### config.mk
export PLATFORM = sky130hd
export DESIGN_NAME = cos_top
export DESIGN_NICKNAME = d
export VERILOG_FILES = /design/src/logic/cos_pkg.sv /design/src/logic/cos_nco.sv /design/src/logic/cos_top.sv
export SDC_FILE = /design/constraint.sdc
export NUM_CORES = 1
export LEC_CHECK = 0
export BUFFER_PORTS_ARGS = -buffer_cell sky130_fd_sc_hd__buf_2
export CAP_MARGIN = 20
export CELL_PAD_IN_SITES_DETAIL_PLACEMENT = 0
export CELL_PAD_IN_SITES_GLOBAL_PLACEMENT = 1
export CORE_ASPECT_RATIO = 0.8
export CORE_MARGIN = 1.5
export CORE_UTILIZATION = 46
export DETAILED_ROUTE_END_ITERATION = 10
export HOLD_SLACK_MARGIN = 0.03
export PLACE_DENSITY = 0.91
export SLEW_MARGIN = 20
export SYNTH_ARGS = -nofsm -noshare
export SYNTH_HDL_FRONTEND = slang
export SYNTH_SLANG_ARGS = --single-unit
### constraint.sdc
create_clock -name ref_clk_i -period 3.1 [get_ports ref_clk_i]
set_clock_uncertainty 0.2 [all_clocks]
set_input_delay 0.62 -clock ref_clk_i [delete_from_list [all_inputs] [get_ports ref_clk_i]]
set_output_delay 0.62 -clock ref_clk_i [all_outputs]
set_load 0.005 [all_outputs]
### src/logic/cos_pkg.sv
// Constants and carrier types for the clock output select and strap block.
// Assumes a 250 MHz system clock from which the processor, bus and USB rates are synthesised.
package cos_pkg;

  // ==========================================================================
  // Clock rates
  localparam int ACC_W = 24;
  localparam longint SYS_KHZ = 250000;
  localparam longint CPU_FAST_KHZ = 100000;
  localparam longint CPU_SLOW_KHZ = 66800;
  localparam longint USB_KHZ = 48000;
  localparam longint REF_KHZ = 14318;

  // ==========================================================================
  // Output grouping and bus divisors
  localparam int NUM_CPU = 2;
  localparam int NUM_BUS = 7;
  localparam int BUS_CNT_W = 2;
  localparam logic [BUS_CNT_W-1:0] BUS_DIV_FAST = 2'h3;
  localparam logic [BUS_CNT_W-1:0] BUS_DIV_SLOW = 2'h2;

  // ==========================================================================
  // Strap sampling window, counted in reference edges and rounded up
  localparam longint SAMPLE_TIME_US = 2000;
  localparam int SAMPLE_EDGES = int'((SAMPLE_TIME_US * REF_KHZ + 64'd999) / 64'd1000);

  // ==========================================================================
  // Phase increment for an average output rate given in kHz.
  function automatic logic [ACC_W-1:0] inc_of(input longint khz);
    return ACC_W'((khz * (64'd1 << ACC_W)) / SYS_KHZ);
  endfunction

  localparam logic [ACC_W-1:0] INC_CPU_FAST = inc_of(CPU_FAST_KHZ);
  localparam logic [ACC_W-1:0] INC_CPU_SLOW = inc_of(CPU_SLOW_KHZ);
  localparam logic [ACC_W-1:0] INC_USB = inc_of(USB_KHZ);

  typedef struct packed {
    logic [NUM_CPU-1:0] processor_clock_outs;
    logic [NUM_BUS-1:0] bus_clock_outs;
    logic irq_ctrl_clock_out;
    logic usb_clock_out;
    logic selectable_usb_clock_out;
  } cos_clk_outs_t;

endpackage

### src/logic/cos_nco.sv
// Phase accumulator that synthesises one clock from the system clock.
// Assumes the increment is below half the accumulator range.
`timescale 1ns/1ns
module cos_nco #(
  parameter int ACC_W = 24
) (
  input wire logic ref_clk_i,
  input wire logic reset_i,
  input wire logic ce_i,
  input wire logic [ACC_W-1:0] inc_i,
  output logic clk_o,
  output logic rise_o
);

  logic [ACC_W-1:0] acc_ff;
  logic [ACC_W-1:0] nxt_acc;
  logic clk_ff;
  logic rise_ff;

  assign nxt_acc = acc_ff + inc_i;

  // ==========================================================================
  // Accumulator
  // The output edge lands on a system clock edge, so it carries up to one
  // system period of jitter; the average rate is exact to the increment.
  always_ff @(posedge ref_clk_i) begin
    if (reset_i) begin
      acc_ff <= '0;
      clk_ff <= 1'b0;
      rise_ff <= 1'b0;
    end else if (ce_i) begin
      acc_ff <= nxt_acc;
      clk_ff <= nxt_acc[ACC_W-1];
      rise_ff <= nxt_acc[ACC_W-1] & ~clk_ff;
    end
  end

  assign clk_o = clk_ff;
  assign rise_o = rise_ff;

endmodule

### src/logic/cos_top.sv
// Output rate selection and power-up strap latching of a system clock generator.
// Assumes reset_i is the power-on reset, held until the supply has come up.
`timescale 1ns/1ns

module cos_top #(
  parameter int SAMPLE_EDGES = cos_pkg::SAMPLE_EDGES
) (
  input wire logic ref_clk_i,
  input wire logic reset_i,
  input wire logic ce_i,
  input wire logic cpu_speed_select_i,
  input wire logic ref_xtal_in_i,
  input wire logic strap_ref_dual_pin_i,
  output logic strap_ref_dual_pin_o,
  output logic strap_ref_dual_pin_oe_o,
  output logic usb_rate_strap_o,
  output logic sample_done_o,
  output cos_pkg::cos_clk_outs_t clk_outs_o
);

  localparam int CNT_W = $clog2(SAMPLE_EDGES + 1);
  localparam logic [CNT_W-1:0] LAST_EDGE = CNT_W'(SAMPLE_EDGES - 1);

  logic spd_meta_ff;
  logic spd_sync_ff;
  logic ref_meta_ff;
  logic ref_sync_ff;
  logic ref_prev_ff;
  logic strap_meta_ff;
  logic strap_sync_ff;
  logic [CNT_W-1:0] sample_cnt_ff;
  logic sample_done_ff;
  logic strap_latched_ff;
  logic ref_copy_ff;
  logic irq_ff;
  logic [cos_pkg::BUS_CNT_W-1:0] bus_cnt_ff;
  logic [cos_pkg::BUS_CNT_W-1:0] bus_div;
  logic bus_ff;
  logic half_ff;
  logic usb_sel_ff;
  logic ref_rise;
  logic [cos_pkg::ACC_W-1:0] cpu_inc;
  logic cpu_clk;
  logic cpu_rise;
  logic usb_clk;
  logic usb_rise;

  // ==========================================================================
  // Pin synchronisers
  always_ff @(posedge ref_clk_i) begin
    if (reset_i) begin
      spd_meta_ff <= 1'b0;
      spd_sync_ff <= 1'b0;
      ref_meta_ff <= 1'b0;
      ref_sync_ff <= 1'b0;
      ref_prev_ff <= 1'b0;
      strap_meta_ff <= 1'b0;
      strap_sync_ff <= 1'b0;
    end else if (ce_i) begin
      spd_meta_ff <= cpu_speed_select_i;
      spd_sync_ff <= spd_meta_ff;
      ref_meta_ff <= ref_xtal_in_i;
      ref_sync_ff <= ref_meta_ff;
      ref_prev_ff <= ref_sync_ff;
      strap_meta_ff <= strap_ref_dual_pin_i;
      strap_sync_ff <= strap_meta_ff;
    end
  end

  assign ref_rise = ref_sync_ff & ~ref_prev_ff;

  // ==========================================================================
  // Strap sampling window
  // Nothing but power-on reset clears the latch; the window runs only once.
  always_ff @(posedge ref_clk_i) begin
    if (reset_i) begin
      sample_cnt_ff <= '0;
      sample_done_ff <= 1'b0;
      strap_latched_ff <= 1'b0;
    end else if (ce_i && !sample_done_ff && ref_rise) begin
      if (sample_cnt_ff == LAST_EDGE) begin
        sample_done_ff <= 1'b1;
        strap_latched_ff <= strap_sync_ff;
      end else begin
        sample_cnt_ff <= sample_cnt_ff + CNT_W'(1);
      end
    end
  end

  // ==========================================================================
  // Reference copies
  always_ff @(posedge ref_clk_i) begin
    if (reset_i) begin
      ref_copy_ff <= 1'b0;
      irq_ff <= 1'b0;
    end else if (ce_i) begin
      ref_copy_ff <= ref_sync_ff & sample_done_ff;
      irq_ff <= ref_sync_ff;
    end
  end

  // The driver is enabled only once the strap has been latched.
  assign strap_ref_dual_pin_oe_o = sample_done_ff;
  assign strap_ref_dual_pin_o = ref_copy_ff;

  // ==========================================================================
  // Processor and bus clocks
  assign cpu_inc = spd_sync_ff ? cos_pkg::INC_CPU_FAST : cos_pkg::INC_CPU_SLOW;
  assign bus_div = spd_sync_ff ? cos_pkg::BUS_DIV_FAST : cos_pkg::BUS_DIV_SLOW;

  cos_nco #(.ACC_W(cos_pkg::ACC_W)) u_cpu_nco (
    .ref_clk_i(ref_clk_i),
    .reset_i(reset_i),
    .ce_i(ce_i),
    .inc_i(cpu_inc),
    .clk_o(cpu_clk),
    .rise_o(cpu_rise)
  );

  // The bus clock steps only on processor rising edges, so it always trails
  // the processor clock by one system cycle and never drifts from it.
  always_ff @(posedge ref_clk_i) begin
    if (reset_i) begin
      bus_cnt_ff <= '0;
      bus_ff <= 1'b0;
    end else if (ce_i && cpu_rise) begin
      if (bus_cnt_ff >= bus_div - cos_pkg::BUS_CNT_W'(1)) begin
        bus_cnt_ff <= '0;
        bus_ff <= 1'b1;
      end else begin
        bus_cnt_ff <= bus_cnt_ff + cos_pkg::BUS_CNT_W'(1);
        bus_ff <= 1'b0;
      end
    end
  end

  // ==========================================================================
  // USB clocks
  cos_nco #(.ACC_W(cos_pkg::ACC_W)) u_usb_nco (
    .ref_clk_i(ref_clk_i),
    .reset_i(reset_i),
    .ce_i(ce_i),
    .inc_i(cos_pkg::INC_USB),
    .clk_o(usb_clk),
    .rise_o(usb_rise)
  );

  always_ff @(posedge ref_clk_i) begin
    if (reset_i) begin
      half_ff <= 1'b0;
      usb_sel_ff <= 1'b0;
    end else if (ce_i) begin
      if (usb_rise) begin
        half_ff <= ~half_ff;
      end
      usb_sel_ff <= strap_latched_ff ? half_ff : usb_clk;
    end
  end

  // ==========================================================================
  // Outputs
  assign usb_rate_strap_o = strap_latched_ff;
  assign sample_done_o = sample_done_ff;
  // One assignment drives the whole struct, so the port has a single driver.
  assign clk_outs_o = '{
    processor_clock_outs: {cos_pkg::NUM_CPU{cpu_clk}},
    bus_clock_outs: {cos_pkg::NUM_BUS{bus_ff}},
    irq_ctrl_clock_out: irq_ff,
    usb_clock_out: usb_clk,
    selectable_usb_clock_out: usb_sel_ff
  };

  // ==========================================================================
  // Checks
  // The spacing is checked looking back, so a later speed change cannot spoil it.
  a_cpu_rate_fast: assert property (@(posedge ref_clk_i) disable iff (reset_i || !ce_i)
    (cpu_rise && $past(spd_sync_ff, 1) && $past(spd_sync_ff, 2) && $past(spd_sync_ff, 3)
     && $past(spd_sync_ff, 4) && !$past(reset_i, 4))
    |-> !$past(cpu_rise, 1) && ($past(cpu_rise, 2) || $past(cpu_rise, 3)))
    else $error("processor clock spacing wrong at fast rate");

  a_cpu_rate_slow: assert property (@(posedge ref_clk_i) disable iff (reset_i || !ce_i)
    (cpu_rise && !$past(spd_sync_ff, 1) && !$past(spd_sync_ff, 2) && !$past(spd_sync_ff, 3)
     && !$past(spd_sync_ff, 4) && !$past(spd_sync_ff, 5) && !$past(reset_i, 5))
    |-> !$past(cpu_rise, 1) && !$past(cpu_rise, 2)
        && ($past(cpu_rise, 3) || $past(cpu_rise, 4)))
    else $error("processor clock spacing wrong at slow rate");

  a_bus_follows_cpu: assert property (@(posedge ref_clk_i) disable iff (reset_i || !ce_i)
    $rose(bus_ff) |-> $past(cpu_rise) && $past(cpu_clk))
    else $error("bus clock rose away from a processor edge");

  a_strap_latch_value: assert property (@(posedge ref_clk_i) disable iff (reset_i || !ce_i)
    $rose(sample_done_ff) |-> strap_latched_ff == $past(strap_sync_ff))
    else $error("strap latched a wrong level");

  a_sel_usb_half: assert property (@(posedge ref_clk_i) disable iff (reset_i || !ce_i)
    ($rose(usb_sel_ff) && strap_latched_ff && $past(strap_latched_ff, 14))
    |-> usb_sel_ff[*5] ##[1:2] !usb_sel_ff[*4])
    else $error("selectable usb clock not at half rate");

  a_ref_copy_out: assert property (@(posedge ref_clk_i) disable iff (reset_i || !ce_i)
    sample_done_ff |=> strap_ref_dual_pin_oe_o && strap_ref_dual_pin_o == $past(ref_sync_ff))
    else $error("reference copy not on the dual pin");

  a_irq_ref_copy: assert property (@(posedge ref_clk_i) disable iff (reset_i || !ce_i)
    1'b1 |=> irq_ff == $past(ref_sync_ff))
    else $error("interrupt controller clock not following reference");

  a_usb_fixed_rate: assert property (@(posedge ref_clk_i) disable iff (reset_i || !ce_i)
    usb_rise |-> ##1 !usb_rise[*4] ##[1:2] usb_rise)
    else $error("usb clock spacing wrong");

  a_pin_released: assert property (@(posedge ref_clk_i) disable iff (reset_i)
    !sample_done_ff |-> !strap_ref_dual_pin_oe_o && !strap_ref_dual_pin_o)
    else $error("dual pin driven during sampling window");

  a_strap_held: assert property (@(posedge ref_clk_i) disable iff (reset_i)
    sample_done_ff |=> sample_done_ff && $stable(strap_latched_ff))
    else $error("latched strap changed after the window");

  a_done_on_count: assert property (@(posedge ref_clk_i) disable iff (reset_i || !ce_i)
    $rose(sample_done_ff) |-> $past(sample_cnt_ff) == LAST_EDGE && $past(ref_rise))
    else $error("window ended off terminal count");

endmodule

== Yosys cells after proc, flatten, opt, wreduce, memory -nomap -nowiden ==
Cells that the tools add are included.
Storage, ports and cells
  register bits: 82
  bits of input ports: 6
  output and inout port bits: 16
Operators by class
  add/sub/neg operators: 5
  order comparisons: 1
  equal/unequal tests: 1
  muxes and demuxes: 5
  bitwise logic cells: 9
  reduce and logical (&&, ||, !) cells: 7
Operators with widths (count)
  $add 24x22->24 const B: 1
  $add 24x23->24: 1
  $mux 22: 1
  $add 15x1->15 const B: 1
  $eq 15x15->1 const B: 1
  $reduce_and 2->1: 3
  $not 1->1: 5
  $and 1x1->1: 4
  $logic_and 1x1->1: 3
  $mux 1: 3
  $add 2x1->2 const B: 1
  $ge 2x2->1: 1
  $mux 2: 1
  $sub 2x1->2 const B: 1
  $logic_not 1->1: 1

== Logic depth before layout (Yosys ltp) ==
Gate-level depths: netlist of the first run.
  depth in word-level cells: 4
  gate-level depth with buffers: 11
  mapped depth without buffers: 11

== By module ==
Synthesis of the first run repeated with hierarchy kept, for this count alone.
Unflattened totals
  cells, all modules: 739
  area, all modules: 6013.3 um^2
By module, submodules not included
  cos_nco (u_cpu_nco): times used 1, cells each 285, area an instance 2278.4 um^2, sequential area each 500.5 um^2
  cos_nco (u_usb_nco): times used 1, cells each 286, area an instance 2223.4 um^2, sequential area each 500.5 um^2
  cos_top: times used 1, cells each 168, area an instance 1511.4 um^2, sequential area each 600.6 um^2

== Least setup slack after synthesis of the first run ==
No wires, ideal clock.
  kind: reg-to-reg
  start point: register spd_sync_ff
  end point: register u_cpu_nco.clk_ff (netlist: u_cpu_nco.clk_o)
  arrival: 2340 ps
  required time: 2814 ps
  path slack: 474 ps
  stages on the path, launching flop included: 11
  buffers on the path: 0
  clock period less this slack: 2626 ps
  cell sequence: dfxtp_1 ha_1 inv_1 fa_1 nand2b_1 a21oi_1 o21ai_0 o21bai_1 a211o_1 ha_1 a211oi_1
On the way
  longest elaborated chain between the ends: 2
Ends and longest elaborated chain
  from (decl): RTL line cos_top.sv:25  | logic spd_sync_ff;
  from (signal assigned): RTL line cos_top.sv:61  | spd_sync_ff <= spd_meta_ff;
  $mux 22: RTL line cos_top.sv:108  | assign cpu_inc = spd_sync_ff ? cos_pkg::INC_CPU_FAST : cos_pkg::INC_CPU_SLOW;
  $add 24x23->24: RTL line cos_nco.sv:20  | assign nxt_acc = acc_ff + inc_i;
  to (signal assigned): RTL line cos_nco.sv:33  | clk_ff <= nxt_acc[ACC_W-1];
  to (decl): RTL line cos_nco.sv:17  | logic clk_ff;
Every way passes these cells.
A chain may end at the register's enable or synchronous reset.

== Final worst setup path of the first run ==
Ends and elaborated chain as after synthesis.

==> results.py, run 1 <==
metrics = {
    "outcome": {
        "status": "complete, no violations",
    },
    "floorplanning": {
        "start_util": 0.4724,
        "coreArea_um2": 8446,
        "chipHeight_um": 86.30,
        "die_w_um": 107.1,
        "die-area_um2": 9245,
        "rows": 30,
        "ioPinCount": 22,
    },
    "worst_setup_path": {
        "ff2ff_setup_slack_ns": 0.33,
        "endpoint": "u_cpu_nco.clk_o",
        "start_kind": "register",
        "rr_endpoint": "u_cpu_nco.clk_o",
        "worst_ep_required_time_ns": 3.17,
        "cp-end-kind": "register",
        "critPathKind": "register to register",
        "timing.rr.start": "spd_sync_ff",
        "reg2reg_depth": 10,
        "worstPathArrival_ns": 2.84,
        "crit_start": "spd_sync_ff",
        "worstPathMaxFanout": 7,
    },
    "routing": {
        "drc": 0,
        "drt_iter0_markers": 131,
        "post_drt_wl_per_cell_um": 12.82,
        "routed_wl_um": 7589,
        "dr.pass1.iters": 4,
        "via_per_inst": 5.233,
        "routed-via-count": 3098,
        "antenna_left": 0,
    },
    "timing": {
        "maxSlewViolCount": 0,
        "hold_slack_ns": 0.2636,
        "worstMarginPinSlew_ns": 0.8114,
        "fmax_mhz": 360.9,
        "setup_violations": 0,
        "min_period_ns": 2.771,
        "hold_viol": 0,
        "rsz0062_at_grt": "false",
        "timing.final.crit_share": 0.8938,
        "maxSlewHeadroom": 0.4541,
        "finalSetupTns_ns": 0,
    },
    "pwr": {
        "power_density_nw_per_um2": 536.9,
        "power.total_uw": 2324,
        "total_leakage_power_uw": 0.001723,
        "ir_worst_vdd_mv": 0.3171,
    },
    "clock_network": {
        "cts_sinks": 79,
        "clockRootBuffer": "clkbuf_8",
        "cts.path.max_buffers": 2,
        "path_clk_slew_ns": 0.08,
        "htreeDepth": 3,
        "insertion_delay_ns": 0.35,
        "cts_made_buffers": 9,
        "cts_tree": "yes",
    },
    "synth": {
        "ys_types": 53,
        "synth_top_area_frac": 0.3964,
        "synth-seq-cells": 79,
        "ys.flop_type": "dfxtp_1",
        "synth-async-reset-ratio": 0,
        "avgSynthCellArea_um2": 8.508,
        "netlist.top_cell.by_area": "dfxtp_1",
        "synthTopCellsByArea": "dfxtp_1 40%, nor2_1 9.3%, xor2_1 5.9%",
        "synth_cells": 469,
        "seq_area_frac_synth": 0.3964,
        "yosysWarningCount": 0,
        "synth-edff-count": 0,
        "synth_nets": 490,
        "netlist_area_um2": 3990,
    },
    "layout": {
        "post-route-util": 0.5124,
        "area_delta_synth_final_pct": 8.467,
        "fin_area_um2": 4328,
        "layout.nets": 497,
        "n_antenna_cell": 0,
        "drive_gt1_frac": 0.1125,
    },
    "place": {
        "gp_congestion": 0.8376,
        "portBuffers": 21,
        "place_area_um2": 4124,
        "dp_hpwl_um": 5103,
    },
    "grt": {
        "antenna_found_initial": 0,
        "grt_pass1_vias": 2898,
        "grtUsageTotal": 0.1753,
        "grt.overflow.total": 0,
        "grt_pass1_wl_um": 12920,
        "grt_max_degree": 61,
    },
    "min_path": {
        "worstHoldPathType": "register to register",
    },
    "run": {
        "cap_viol_max_count": 0,
    },
}
critical path, cell delays in order (launching register included):
cell      delay (ns)
dfxtp_2         0.42
ha_1            0.22
inv_1           0.06
fa_1            0.40
nand2b_1        0.19
a21oi_1         0.24
o21ai_0         0.17
o21bai_1        0.19
a211o_1         0.15
ha_1            0.22
a211oi_1        0.22
how the worst min path moves through the flow:
stage / from / to / depth (start not counted)
after detailed placement: strap_ref_dual_pin_o / strap_ref_dual_pin_o / 2
after floorplan: strap_sync_ff / strap_sync_ff / 2
after CTS: strap_ref_dual_pin_o / strap_ref_dual_pin_o / 2
after global routing: usb_sel_ff / usb_sel_ff / 2
final: strap_ref_dual_pin_o / strap_ref_dual_pin_o / 2
after global placement: strap_ref_dual_pin_o / strap_ref_dual_pin_o / 2
power by group:
group | switching (uW) | internal [uW] | total, uW
clock network | 350 | 410 | 761
registers | 81.8 | 1090 | 1180
logic | 214 | 173 | 387
per-layer routing:
metal	track usage	up-vias	part of all wire
li1	-	1618	-
met1	0.2297	1422	0.52
met2	0.2739	50	0.44
met3	0.04962	8	0.035
met4	0.06909	0	0.012
met5	0	-	0
Yosys cell counts, drive strengths merged, types with 2 or more instances:
cell type	number
xor2	27
ha	14
nand4	5
nor2	99
o31ai	5
or3	4
nor2b	2
nand2b	4
o21bai	3
nand3	11
or2	3
a31oi	3
o21ai	19
a211o	2
nor3b	2
nor4	5
and2	3
o21a	3
a211oi	10
a21boi	2
o211ai	4
buf	22
inv	10
a21oi	16
and4bb	2
xnor2	24
a21o	3
clkbuf	9
nand2	30
a311oi	2
nor3	9
a2111oi	2
and3	3
dfxtp	79
or4	2
mux2i	14
per-stage QoR:
step | worst slack, ns | instances
final | 0.3292 | 592
after global routing | 0.1116 | 592
after CTS | 0.1654 | 592
after detailed placement | 0.2183 | 577
after global placement | 0.3614 | 577
after floorplan | 0.4740 | 469
layout make-up:
cell class / count / area [um^2]
well taps: 112 / 140.1
fillers: 806 / 4118
multi-input cells: 349 / 2205
flip-flops and latches: 79 / 1583
clock inverters: 3 / 42.54
clock buffers: 12 / 155.1
inverters: 10 / 40.04
repair buffers: 27 / 162.7
state kept, by name (all words and copies together) (netlist names), 2 cells and up:
signal / cells
bus_cnt_ff: 2
sample_cnt_ff: 15
u_cpu_nco.acc_ff: 22
u_usb_nco.acc_ff: 23
cells in the final DEF, fill, tap and decap left out, types with 4 or more instances in the layout:
master | synthesis | final
o31ai_1 | 5 | 5
buf_2 | 0 | 21
nor2_1 | 99 | 99
a21oi_1 | 15 | 15
nand2b_1 | 4 | 4
o21ai_0 | 19 | 19
clkbuf_8 | 0 | 11
nor4_1 | 4 | 4
ha_1 | 14 | 14
nand2_1 | 30 | 30
xnor2_1 | 24 | 24
o211ai_1 | 4 | 4
nand3_1 | 11 | 11
inv_1 | 9 | 9
nand4_1 | 5 | 5
xor2_1 | 27 | 27
dfxtp_1 | 79 | 78
buf_4 | 14 | 5
nor3_1 | 9 | 8
or3_1 | 4 | 4
mux2i_1 | 14 | 14
a211oi_1 | 10 | 10
timing repair:
action | 4_1_cts | 5_1_grt
setup buffers | 0 | 0
gates resized for setup | 0 | 2
hold buffers | 0 | 0
setup endpoints to repair | 0 | 2
cell families (layout without fill, tap and decap cells):
| family | Yosys count | after routing | synth area share |
|---|---|---|---|
| fa+ha+maj | 15 | 15 | 0.04892 |
| mux | 14 | 14 | 0.03512 |
| compound gates | 79 | 79 | 0.1311 |
| xor+xnor | 51 | 51 | 0.1119 |
| flops | 79 | 79 | 0.3964 |
| simple gates | 190 | 190 | 0.2242 |
| buf+inv | 41 | 52 | 0.05237 |
Power figures use the tool's default switching activity.
==> run 2: changes to the inputs <==
--- a/config.mk
+++ b/config.mk
@@ -13,6 +13,7 @@
 export CORE_MARGIN = 1.5
 export CORE_UTILIZATION = 46
 export DETAILED_ROUTE_END_ITERATION = 10
+export GPL_TIMING_DRIVEN = 0
 export HOLD_SLACK_MARGIN = 0.03
 export PLACE_DENSITY = 0.91
 export SLEW_MARGIN = 20
==> run 2 against run 1 <==
- worst setup slack got worse by 0.099 ns
- critical path depth did not move
- sequential power barely moved
- sequential share of layout area fell by 0.74 points
- worst hold slack improved by 0.0056 ns
- highest routed layer unchanged
==> results.py, run 2 (synthesized netlist as in run 1, its figures left out) <==
metrics = {
    "outcome": {
        "status": "complete, no violations",
    },
    "pwr": {
        "power_density_nw_per_um2": 511.1,
        "total_leakage_power_uw": 0.001767,
        "ir_worst_vdd_mv": 0.3565,
    },
    "grt": {
        "grtUsageTotal": 0.1941,
        "grt_pass1_wl_um": 14370,
        "antenna_found_initial": 0,
        "grt_max_degree": 14,
        "grt_pass1_vias": 3050,
        "grt.overflow.total": 0,
    },
    "floorplanning": {
        "start_util": 0.4724,
        "ioPinCount": 22,
        "coreArea_um2": 8446,
        "chipHeight_um": 86.30,
        "die_w_um": 107.1,
        "rows": 30,
        "die-area_um2": 9245,
    },
    "clock_network": {
        "post_cts_resized": 1,
        "cts_tree": "yes",
        "path_clk_slew_ns": 0.08,
        "cts_sinks": 79,
        "cts_made_buffers": 9,
        "cts_setup_buffers": 0,
        "htreeDepth": 3,
        "insertion_delay_ns": 0.35,
        "cts.path.max_buffers": 2,
        "clockRootBuffer": "clkbuf_8",
        "cts_hold_buf": 0,
    },
    "run": {
        "cap_viol_max_count": 0,
    },
    "timing": {
        "worstMarginPinSlew_ns": 0.7342,
        "finalSetupTns_ns": 0,
        "hold_slack_ns": 0.2692,
        "min_period_ns": 2.869,
        "maxSlewViolCount": 0,
        "fmax_mhz": 348.5,
        "hold_viol": 0,
        "fin_ws_ns": 0.2306,
        "timing.final.crit_share": 0.9256,
        "setup_violations": 0,
        "maxSlewHeadroom": 0.5105,
    },
    "layout": {
        "layout.nets": 520,
        "largest_register_ffs": 23,
        "layout_commonest_cell": "nor2_1",
        "n_antenna_cell": 0,
        "drive_gt1_frac": 0.1250,
        "top_regs": "u_usb_nco.acc_ff x23, u_cpu_nco.acc_ff x22, sample_cnt_ff x15",
        "regMostFlops": "u_usb_nco.acc_ff",
        "area_delta_synth_final_pct": 10.69,
        "mostFrequentLayoutCells": "99 x nor2_1, 78 x dfxtp_1, 30 x nand2_1",
    },
    "routing": {
        "antenna_left": 0,
        "routed_wl_um": 8288,
        "via_per_inst": 5.321,
        "routed-via-count": 3278,
        "post_drt_wl_per_cell_um": 13.45,
        "dr.pass1.iters": 5,
        "drt_iter0_markers": 230,
        "drc": 0,
    },
    "worst_setup_path": {
        "worstPathMaxFanout": 7,
        "ff2ff_setup_slack_ns": 0.23,
        "rr_endpoint": "u_cpu_nco.clk_o",
        "worst_ep_required_time_ns": 3.17,
        "start_kind": "register",
        "worstPathArrival_ns": 2.94,
        "timing.rr.start": "spd_sync_ff",
        "cp-end-kind": "register",
        "critPathKind": "register to register",
        "reg2reg_depth": 10,
    },
    "min_path": {
        "hold_depth": 2,
        "worstHoldPathType": "register to register",
        "hold_end": "strap_ref_dual_pin_o",
        "min_from": "strap_ref_dual_pin_o",
    },
    "place": {
        "dp_hpwl_um": 6046,
        "portBuffers": 19,
        "gp_congestion": 0.8400,
        "dpl_worst_slack_ns": 0.005368,
    },
}
-- run 2: changes by cell type in the layout (fill, tap and decap cells not counted), moves of 2 or more --
cell,previous run,this run
buf_1,0,8
buf_4,5,14
clkbuf_1,1,10
buf_2,21,19
-- run 2: power breakdown --
| group | leakage, uW | internal [uW] | switching (uW) | total [uW] |
|---|---|---|---|---|
| sequential | 0.000647 | 1090 | 71.4 | 1160 |
| combinational | 0.00103 | 178 | 236 | 415 |
| clock | 0.0000853 | 311 | 367 | 678 |
| total | 0.00177 | 1580 | 674 | 2260 |
-- run 2: final cells by class --
| class | count | area [um^2] |
|---|---|---|
| plain buffers | 31 | 168.9 |
| fillers | 772 | 4029 |
| repair buffers | 19 | 95.09 |
| clock buffers | 11 | 141.4 |
| flip-flops and latches | 79 | 1583 |
| inverters | 10 | 40.04 |
| clock inverters | 5 | 33.78 |
| multi-input cells | 349 | 2215 |
| well taps | 112 | 140.1 |
-- run 2: worst max path at each step --
stage / from / to / slack [ns]
finish: spd_sync_ff / u_cpu_nco.clk_o / 0.23
global route: spd_sync_ff / u_cpu_nco.clk_o / -0.01
CTS: spd_sync_ff / u_cpu_nco.clk_o / 0.04
detailed placement: spd_sync_ff / u_cpu_nco.clk_o / 0.005
global placement: spd_sync_ff / u_cpu_nco.clk_o / 0.03
floorplan: spd_sync_ff / u_cpu_nco.clk_o / 0.47
-- run 2: through the flow --
step / utilization / power, uW / cell area (um^2) / cells
after global placement: 0.5003 / 1579 / 4225 / 600
after detailed placement: 0.5003 / 1593 / 4225 / 600
after floorplan: - / 1497 / 3990 / 469
after CTS: 0.5215 / 2276 / 4404 / 616
after global routing: 0.5230 / 2391 / 4417 / 616
final: 0.5230 / 2257 / 4417 / 616
-- run 2: per-layer routing --
layer	track usage	vias to the layer above	part of all wire
li1	-	1660	-
met1	0.2703	1536	0.50
met2	0.2959	73	0.44
met3	0.05263	9	0.053
met4	0.05455	0	0.0097
met5	0	-	0
-- run 2: worst max-delay path, stage by stage, from the launching register on --
cell	delay [ns]
dfxtp_2	0.43
ha_1	0.23
inv_1	0.07
fa_1	0.38
nand2b_1	0.17
a21oi_1	0.24
o21ai_0	0.21
o21bai_2	0.25
a211o_1	0.17
ha_1	0.22
a211oi_1	0.21
